**src/host_port_params.svh**
```systemverilog
/*
   Constants for the host port select and decode block.
   Assumes inclusion by bare name from the package and the design module.
*/
`ifndef HOST_PORT_PARAMS_SVH
`define HOST_PORT_PARAMS_SVH

// ==========================================================
// widths, reset values, kind codes, serial bit positions and init settle count
`define HP_BYTE_W        8
`define HP_BYTE_ZERO     8'h00
`define HP_KIND_CMD      1'h0
`define HP_KIND_DATA     1'h1
`define HP_SCLK_BIT      0
`define HP_SDIN_BIT      1
`define HP_INIT_CYCLES   4'h4
`define HP_INIT_ZERO     4'h0

`endif

```
**src/host_port_pkg.sv**
```systemverilog
/*
   Types shared by the host port select and decode block.
   Assumes host_port_params.svh is on the include path.
*/
`include "host_port_params.svh"

package host_port_pkg;

   // ==========================================================
   // classified host byte
   typedef struct packed {
      logic                     is_data;
      logic [`HP_BYTE_W-1:0]    value;
   } host_byte_t;

   typedef enum logic [1:0] {
      ST_INIT  = 2'b00,
      ST_READY = 2'b01
   } port_state_t;

endpackage

```
**src/host_port_select_decode.sv**
```systemverilog
/*
   Front end of the display host port: select qualify, reset driven
   initialisation, data/command routing through a two-entry buffer.
   Assumes pins arrive asynchronously; the bus protocol engine upstream
   of the pins holds each byte strobe high for two clocks; the core drains the buffer.
*/
// What this block does
// - transfers accepted only while the active-low select is low; serial_clk and serial_din follow the bus whatever the select
// - driving the module reset low performs chip initialisation
// - kind select high: host byte is display data
// - kind select low: host byte goes to the command register
// - in I2C mode kind select level is the address-select bit
// - serial mode: bus bit 0 is clock, bit 1 is data
`timescale 1ns/100ps
`default_nettype none
`include "host_port_params.svh"

module host_port_select_decode
   import host_port_pkg::*;
(
   // clock and reset
   input  wire logic                   clk,
   input  wire logic                   rst_n,
   // host pins
   input  wire logic                   host_sel_n,
   input  wire logic                   module_reset_n,
   input  wire logic                   addr_low_bit_sel,
   input  wire logic [`HP_BYTE_W-1:0]  host_bus,
   input  wire logic                   host_strobe,
   // mode
   input  wire logic                   i2c_mode,
   // core side
   output logic                        init_busy,
   output logic                        i2c_addr_bit,
   output logic                        serial_clk,
   output logic                        serial_din,
   output host_port_pkg::host_byte_t   out_byte,
   output logic                        out_valid,
   input  wire logic                   out_ready,
   output logic                        overrun
);
   import host_port_pkg::*;

   // ==========================================================
   // pin synchronisers
   logic [1:0]            sel_sync;
   logic [1:0]            rst_sync;
   logic [1:0]            kind_sync;
   logic [1:0]            stb_sync;
   logic [`HP_BYTE_W-1:0] bus_s1;
   logic [`HP_BYTE_W-1:0] bus_s2;
   logic                  stb_prev;
   logic [1:0]            next_sel_sync;
   logic [1:0]            next_rst_sync;
   logic [1:0]            next_kind_sync;
   logic [1:0]            next_stb_sync;
   logic [`HP_BYTE_W-1:0] next_bus_s1;
   logic [`HP_BYTE_W-1:0] next_bus_s2;
   logic                  next_stb_prev;

   // second stage only reads the first stage
   always_comb
   begin
      next_sel_sync  = {sel_sync[0], host_sel_n};
      next_rst_sync  = {rst_sync[0], module_reset_n};
      next_kind_sync = {kind_sync[0], addr_low_bit_sel};
      next_stb_sync  = {stb_sync[0], host_strobe};
      next_bus_s1    = host_bus;
      next_bus_s2    = bus_s1;
      next_stb_prev  = stb_sync[1];
   end

   always_ff @(posedge clk)
   begin
      if (!rst_n)
      begin
         sel_sync  <= 2'h3;
         rst_sync  <= 2'h3;
         kind_sync <= 2'h0;
         stb_sync  <= 2'h0;
         bus_s1    <= `HP_BYTE_ZERO;
         bus_s2    <= `HP_BYTE_ZERO;
         stb_prev  <= 1'h0;
      end
      else
      begin
         sel_sync  <= next_sel_sync;
         rst_sync  <= next_rst_sync;
         kind_sync <= next_kind_sync;
         stb_sync  <= next_stb_sync;
         bus_s1    <= next_bus_s1;
         bus_s2    <= next_bus_s2;
         stb_prev  <= next_stb_prev;
      end
   end

   logic byte_evt;
   // rising edge of strobe, qualified by select
   assign byte_evt = stb_sync[1] & ~stb_prev & ~sel_sync[1];

   // ==========================================================
   // initialisation sequencer
   port_state_t state;
   port_state_t next_state;
   logic [3:0]  init_cnt;
   logic [3:0]  next_init_cnt;

   // held in init while pin low, then a short settle count
   always_comb
   begin
      next_state    = state;
      next_init_cnt = init_cnt;
      case (state)
         ST_INIT:
         begin
            if (!rst_sync[1])
               next_init_cnt = `HP_INIT_ZERO;
            else if (init_cnt == `HP_INIT_CYCLES)
               next_state = ST_READY;
            else
               next_init_cnt = init_cnt + 4'h1;
         end
         ST_READY:
         begin
            if (!rst_sync[1])
            begin
               next_state    = ST_INIT;
               next_init_cnt = `HP_INIT_ZERO;
            end
         end
         default:
         begin
            next_state    = ST_INIT;
            next_init_cnt = `HP_INIT_ZERO;
         end
      endcase
   end

   always_ff @(posedge clk)
   begin
      if (!rst_n)
      begin
         state    <= ST_INIT;
         init_cnt <= `HP_INIT_ZERO;
      end
      else
      begin
         state    <= next_state;
         init_cnt <= next_init_cnt;
      end
   end

   // ==========================================================
   // two-entry buffer toward the core
   host_byte_t buf_mem [2];
   logic       wr_ptr;
   logic       rd_ptr;
   logic [1:0] count;
   logic       next_wr_ptr;
   logic       next_rd_ptr;
   logic [1:0] next_count;
   host_byte_t in_byte;
   logic       push;
   logic       pop;
   logic       in_ok;

   // kind bit sampled with this byte only
   always_comb
   begin
      in_byte.is_data = kind_sync[1];
      in_byte.value   = bus_s2;
   end

   // a byte that finds the buffer full is dropped, and flagged unless an entry is popped in that cycle
   assign in_ok = byte_evt & (state == ST_READY) & ~i2c_mode;
   assign push  = in_ok & (count != 2'h2);
   assign pop   = out_valid & out_ready;

   always_comb
   begin
      next_wr_ptr = wr_ptr ^ push;
      next_rd_ptr = rd_ptr ^ pop;
      next_count  = count + {1'b0, push} - {1'b0, pop};
   end

   always_ff @(posedge clk)
   begin
      if (!rst_n || state == ST_INIT)
      begin
         wr_ptr <= 1'h0;
         rd_ptr <= 1'h0;
         count  <= 2'h0;
      end
      else
      begin
         wr_ptr <= next_wr_ptr;
         rd_ptr <= next_rd_ptr;
         count  <= next_count;
      end
   end

   always_ff @(posedge clk)
   begin
      if (push)
         buf_mem[wr_ptr] <= in_byte;
   end

   // ==========================================================
   // registered outputs
   logic       next_init_busy;
   logic       next_i2c_addr_bit;
   logic       next_serial_clk;
   logic       next_serial_din;
   host_byte_t next_out_byte;
   logic       next_out_valid;
   logic       next_overrun;

   // a byte that becomes the head as it is pushed bypasses the store,
   // since the store is only written at this same edge
   always_comb
   begin
      next_init_busy    = (next_state == ST_INIT);
      next_i2c_addr_bit = kind_sync[1];
      next_serial_clk   = bus_s2[`HP_SCLK_BIT];
      next_serial_din   = bus_s2[`HP_SDIN_BIT];
      next_out_valid    = (next_count != 2'h0) && (next_state == ST_READY);
      if (push && (next_rd_ptr == wr_ptr))
         next_out_byte  = in_byte;
      else
         next_out_byte  = buf_mem[next_rd_ptr];
      next_overrun      = overrun | (in_ok & (count == 2'h2) & ~pop);
   end

   always_ff @(posedge clk)
   begin
      if (!rst_n)
      begin
         init_busy    <= 1'h1;
         i2c_addr_bit <= 1'h0;
         serial_clk   <= 1'h0;
         serial_din   <= 1'h0;
         out_byte     <= '0;
         out_valid    <= 1'h0;
         overrun      <= 1'h0;
      end
      else
      begin
         init_busy    <= next_init_busy;
         i2c_addr_bit <= next_i2c_addr_bit;
         serial_clk   <= next_serial_clk;
         serial_din   <= next_serial_din;
         out_byte     <= next_out_byte;
         out_valid    <= next_out_valid;
         overrun      <= (state == ST_INIT) ? 1'h0 : next_overrun;
      end
   end

endmodule

`default_nettype wire

```
**config.mk**
```make
export PLATFORM = sky130hd
export DESIGN_NAME = host_port_select_decode
export DESIGN_NICKNAME = d
export VERILOG_FILES = /design/src/host_port_pkg.sv /design/src/host_port_select_decode.sv
export VERILOG_INCLUDE_DIRS = /design/src
export SDC_FILE = /design/constraint.sdc
export NUM_CORES = 1
export LEC_CHECK = 0
export BUFFER_PORTS_ARGS = -buffer_cell sky130_fd_sc_hd__buf_2
export CAP_MARGIN = 15
export CELL_PAD_IN_SITES_DETAIL_PLACEMENT = 1
export CELL_PAD_IN_SITES_GLOBAL_PLACEMENT = 2
export CORE_ASPECT_RATIO = 0.8
export CORE_MARGIN = 2
export CORE_UTILIZATION = 42
export CTS_BUF_LIST = sky130_fd_sc_hd__clkbuf_2
export CTS_CLUSTER_SIZE = 16
export DETAILED_ROUTE_END_ITERATION = 8
export MAX_ROUTING_LAYER = met4
export PLACE_DENSITY = 0.89
export SLEW_MARGIN = 40
export SYNTH_ARGS = -nofsm -noshare
export SYNTH_HDL_FRONTEND = slang
export SYNTH_SLANG_ARGS = --single-unit
```
**constraint.sdc**
```tcl
create_clock -name clk -period 5.52 [get_ports clk]
set_clock_uncertainty 0.1 [all_clocks]
set_input_delay 0.276 -clock clk [delete_from_list [all_inputs] [get_ports clk]]
set_output_delay 0.276 -clock clk [all_outputs]
set_load 0.02 [all_outputs]
```
* Yosys cells after proc, flatten, opt, wreduce, memory -nomap -nowiden
Memory sizes are Yosys's and may differ from the RTL's. A register that Yosys moved wholly into a read port is not among the register bits.
Index checks and enable logic that the tools add are counted.
** Storage, ports and cells
- RAM bits :: 18
- Bits of input ports :: 16
- Output and inout bits :: 15
- Bits in registers :: 41
- Memories :: 1
** Operators by class
- Reduce and logical (&&, ||, !) cells :: 9
- Mux-type cells :: 10
- $add $sub $neg :: 3
- Eq/ne operators :: 7
- Bitwise gates (word level) :: 16
** Memories
- buf_mem :: depth 2, width 9, rd ports 1, clocked after Yosys merged registers in 1, write ports 1, line host_port_select_decode.sv:155 : host_byte_t buf_mem [2];
** Operator list (count)
- 4-bit 2-to-1 mux :: 3
- 1-bit AND :: 8
- 4-bit one-hot mux with 2 select lines :: 1
- 2-bit 2-to-1 mux :: 3
- 1-bit NOT :: 5
- 4-bit by 1-bit adder with 4-bit output (second input constant) :: 1
- 2-bit by 1-bit equality test with 1-bit output (second input constant) :: 2
- 4-bit by 3-bit equality test with 1-bit output (second input constant) :: 1
- 2-bit logical NOT :: 2
- 2-bit != test (second input constant) :: 2
- 2-bit one-hot mux with 2 select lines :: 1
- 3-bit != test (second input constant) :: 1
- 2-bit by 1-bit adder with 2-bit output :: 1
- 2-bit equality test (second input constant) :: 1
- 1-bit logical NOT :: 2
- 1-bit 2-to-1 mux :: 2
- 2-bit AND reduction :: 1
- 2-bit nonzero test :: 1
- 2-bit OR reduction :: 1
- 2-bit by 1-bit subtractor with 2-bit output :: 1
- 1-bit XOR :: 2
- 1-bit logical AND :: 1
- 1-bit logical OR :: 1
- 1-bit bitwise OR :: 1

* Depth between registers and ports, before layout
- Depth in word-level cells :: 10
- Gate-level depth with buffers :: 8

* Least setup slack after synthesis
OpenSTA, ideal clock, no wires.
- Path type :: register to register
- Start point :: reg state[1]
- End point :: reg out_valid
- Data arrival time :: 1.553 ns
- Library setup time :: 0.121 ns
- Path slack :: 3.745 ns
- Cell stages (with the launch flop) :: 9
- Required time :: 5.299 ns
- Clock period less this slack :: 1.775 ns
- Cells stage by stage :: dfxtp_1 -> and4bb_2 -> nand3_1 -> buf_2 -> xnor2_1 -> ha_1 -> xor2_1 -> xnor2_1 -> a21oi_1
** On the way
- Cells in the longest elaborated chain, start to end :: 8
- Elaborated cells between the ends (all ways) :: 14
- Those cells by class :: add/sub: 2; eq/ne: 2; mux: 4; bitwise: 3; reduce/logical: 3
** Ends and longest elaborated chain
- start: declaration :: line host_port_select_decode.sv:103 : port_state_t state;
- start signal: assignment :: line host_port_select_decode.sv:148 : state <= next_state;
- 2-bit by 1-bit equality test with 1-bit output :: line host_port_select_decode.sv:113, host_port_select_decode.sv:175
- 1-bit AND (2 in a row) :: line host_port_select_decode.sv:175 : assign in_ok = byte_evt & (state == ST_READY) & ~i2c_mode;
- 1-bit AND :: line host_port_select_decode.sv:176 : assign push = in_ok & (count != 2'h2);
- 2-bit by 1-bit adder with 2-bit output :: line host_port_select_decode.sv:183 : next_count = count + {1'b0, push} - {1'b0, pop};
- 2-bit by 1-bit subtractor with 2-bit output :: line host_port_select_decode.sv:183
- 2-bit nonzero test :: line host_port_select_decode.sv:226 : next_out_valid = (next_count != 2'h0) && (next_state == ST_READY);
- 1-bit logical AND (*) :: line host_port_select_decode.sv:226
- end signal: assignment :: line host_port_select_decode.sv:253 : out_valid <= next_out_valid;
- end: declaration :: line host_port_select_decode.sv:38 : output logic out_valid,
Every way passes the cells marked *; elsewhere a longest branch is shown, timed or not.
A chain may end at the register's enable or synchronous reset.

* Final worst setup path
Ends and elaborated chain as after synthesis.

==> summary.log <==
INFO  status         outcome=finished, final reports clean
INFO  clock_tree     clock_tree.root_cell=clkbuf_2
INFO  floorplan      starting_density=43.4%
INFO  synthesis      synth_warnings=0
INFO  final_layout   final_nets=260
INFO  pwr            netSwitchingPower=186uW
INFO  worst_setup_path crit_path_frequent_cell=xnor2_1
INFO  synthesis      netlist_instances=197
INFO  global_routing first_global_vias=1592
INFO  global_routing grt_overflow_total=0
INFO  pwr            share_of_total_power_in_combinational_logic=3.7%
INFO  worst_setup_path cp_cell_sequence=and4bb_2 -> nand3_2 -> xnor2_1 -> ha_1 -> xor2_1 -> xnor2_1 -> a21oi_1
INFO  routing        routed_via_density=4.84
INFO  clock_tree     postCtsSetupBuffers=0
INFO  floorplan      die-width=88.0um
INFO  worst_setup_path worstSetupStartpointType=flop
INFO  routing        via_count=1569
INFO  pwr            power_leakage=1.16nW
INFO  clock_tree     cts-htree-levels=3
INFO  sta            finalWorstSetupSlack=3.32ns
INFO  global_routing largest_net_degree_at_the_start_of_global_routing=42
INFO  floorplan      core-area=5470squm
INFO  routing        dr.pass1.iters=4
INFO  pwr            power.sequential.fraction=60.0%
INFO  worst_setup_path critPathKind=reg2reg
INFO  final_layout   final-seq-area=1540squm
INFO  final_layout   top_library_cells_by_usage_in_the_layout_fill_and_taps_aside=50 x dfxtp_1, 30 x buf_2, 25 x and2_1, 18 x edfxtp_1, 12 x dlygate4sd3_1
INFO  global_routing grt_antenna_before_repair=0
INFO  synthesis      synth-seq-cells=68
INFO  pwr            total_power_of_the_final_layout=879uW
INFO  worst_setup_path critical_path.max_fanout=20
INFO  final_layout   final_layout_size_suffix_gt1_share=21.5%
INFO  synthesis      synth.distinct_cells=32
INFO  pwr            cell_internal_pwr=693uW
INFO  final_layout   antenna_cells=0
INFO  clock_tree     cts_hold_buf=12
INFO  sta            finalSetupViolCount=0
INFO  sta            report.final.hold_viol_count=0
INFO  floorplan      die_h=71.2um
INFO  sta            timing.hold.ws=0.0888ns
INFO  placed_design  port-buffer-count=30
INFO  final_layout   flow.area_growth_from_synthesis=19.5%
INFO  routing        drtAntennaViolNets=0
INFO  routing        first_iter_violations=79
INFO  pwr            vdd_ir_drop_max=177uV
INFO  final_layout   multi_input_comb_area=768squm
INFO  routing        drt-wirelength-per-cell=15.0um
INFO  worst_setup_path worstSetupEndpointType=flop
INFO  synthesis      synthesis.area_per_instance=12.0squm
INFO  worst_setup_path critical_path_required=5.79ns
INFO  sta            final_period_minus_worst_setup_slack=2.20ns
INFO  clock_tree     number_of_buffers_created_by_cts=9
INFO  clock_tree     clk_latency=0.47ns
INFO  synthesis      synthesis.nets=216
INFO  sta            maxSlewHeadroom=51.9%
INFO  pwr            power.clock.fraction=36.3%
INFO  job            drv_cap=0
INFO  placed_design  gpl.final_weighted_congestion=0.808
INFO  floorplan      boundaryPins=31
INFO  sta            fmax=455MHz
INFO  clock_tree     cts_tree=done
INFO  pwr            swShare=21.2%
INFO  floorplan      core.rowCount=24
INFO  global_routing global_route_usage_over_all_layers=17.8%
INFO  routing        drcViolationCount=0
INFO  floorplan      die-area=6270squm
INFO  sta            report.final.slew_viol_count=0
INFO  sta            min_period_over_period=39.8%
INFO  clock_tree     ctsLongestPathBuffers=2
INFO  worst_setup_path crit_arrival=2.47ns
INFO  placed_design  dp_hpwl=3030um
INFO  final_layout   mostFrequentLayoutCell=dfxtp_1
INFO  hold_path      min_path_type=in2reg
INFO  sta            worstMarginPinSlew=0.720ns
INFO  routing        totalWireLength=4860um
INFO  global_routing grt_pass1_wl=8010um
INFO  placed_design  pre_cts_ws=2.99ns
INFO  sta            finalSetupTns=0ns
INFO  synthesis      synthesis.area=2370squm
INFO  worst_setup_path crit_path_max_incr_delay=0.37ns
INFO  final_layout   filler_cell_count=600
INFO  clock_tree     cts-resized-gates=0
INFO  clock_tree     cts.reportedPaths.clkPinSlew=0.17ns
INFO  clock_tree     cts_num_sinks=68
INFO  pwr            power.density=310nW/um^2
INFO  worst_setup_path timing.critical_path.slowest_stage_cell=nand3_2
INFO  sta            grt_setup_unrepaired=no
INFO  synthesis      synth.yosys.seq_area_share=65.0%
[routing by layer]
layer | global-route usage [%] | share of wire, % | wire [um] | vias to the layer above
met4 | 6.23 | 0.74 | 36 | 0
li1 | - | - | - | 783
met3 | 6.68 | 3.8 | 184 | 4
met2 | 24.2 | 45 | 2200 | 29
met5 | - | 0 | 0 | -
met1 | 24.6 | 50 | 2440 | 753
[power groups by stage]
stage	clock [mW]	sequential (mW)	combinational, mW
2_1_floorplan	0	0.539	0.0129
3_3_place_gp	0	0.538	0.0253
3_5_place_dp	0	0.538	0.0257
4_1_cts	0.328	0.528	0.0322
5_1_grt	0.351	0.529	0.0364
6_report	0.319	0.528	0.0325
[kinds of logic after synthesis]
| family | after synthesis | synth area share (%) |
|---|---|---|
| and+or+nand+nor | 64 | 15.6 |
| adders and majority gates | 3 | 1.58 |
| xor gates and xnor gates | 6 | 2.85 |
| DFF | 68 | 65.0 |
| other | 1 | 0.158 |
| AOI/OAI and AO/OA | 39 | 11.9 |
| buffers and inverters | 16 | 2.95 |
[sequential cells by signal (all words and copies together), names as in the netlist]
register / flops
serial_clk: 1
stb_sync: 2
serial_din: 1
i2c_addr_bit: 1
overrun: 1
buf_mem: 18
bus_s2: 8
out_byte: 9
count: 2
sel_sync: 2
bus_s1: 8
rst_sync: 2
out_valid: 1
kind_sync: 2
rd_ptr: 1
state: 2
stb_prev: 1
wr_ptr: 1
init_busy: 1
init_cnt: 4
[metrics by stage]
| step | instance area, sq um | cells | util, % |
|---|---|---|---|
| after floorplan | 2370 | 197 | - |
| after global placement | 2580 | 296 | 47.1 |
| after detailed placement | 2580 | 296 | 47.1 |
| after CTS | 2830 | 324 | 51.7 |
| after global routing | 2840 | 324 | 51.9 |
| final | 2840 | 324 | 51.9 |
[cell usage after synthesis (all sizes together)]
cell type / count / area share (%)
and2: 26 / 6.9
xnor2: 4 / 1.5
a31oi: 2 / 0.53
a21bo: 1 / 0.42
or3: 2 / 0.53
nand2b: 6 / 1.6
o21ai: 11 / 2.3
a21oi: 5 / 1.1
o211ai: 9 / 3.1
nand2: 4 / 0.63
dfxtp: 50 / 42
a21boi: 1 / 0.32
edfxtp: 18 / 23
xnor3: 1 / 1.0
nand3b: 3 / 0.95
and3: 1 / 0.26
nor2: 8 / 1.3
buf: 3 / 0.90
and3b: 1 / 0.37
nand3: 11 / 2.3
o311a: 9 / 3.8
and4bb: 1 / 0.53
nand4: 1 / 0.26
conb: 1 / 0.16
xor2: 1 / 0.37
clkbuf: 6 / 0.95
inv: 7 / 1.1
o41ai: 1 / 0.37
ha: 3 / 1.6
[worst paths after layout]
| kind | start | end | slack, ns | cells after the start |
|---|---|---|---|---|
| worst max-delay path | state[1] | out_valid | 3.32 | 7 |
| worst min-delay path | i2c_mode | overrun | 0.09 | 4 |
| worst max register to register | state[1] | out_valid | 3.32 | 7 |
| worst min register to register | rst_sync[0] | rst_sync[1] | 0.33 | 1 |
[area by class of cell]
cell class / count / share of cell area (%)
tap: 78 / 3.44
clock inverter: 5 / 2.69
timing repair buffer: 42 / 9.53
clock buffer: 11 / 1.94
multi-input combinational: 113 / 27.1
inverter: 7 / 0.927
sequential: 68 / 54.4
[critical path, delay by kind of cell (launching register included)]
| family | cells | cell delay [ns] |
|---|---|---|
| XOR/XNOR | 3 | 0.66 |
| AND/OR/NAND/NOR | 2 | 0.71 |
| flip-flops | 1 | 0.35 |
| adder cells (fa/ha/maj) | 1 | 0.19 |
| AO/OA/AOI/OAI | 1 | 0.10 |
(Power assumes the default switching activity.)
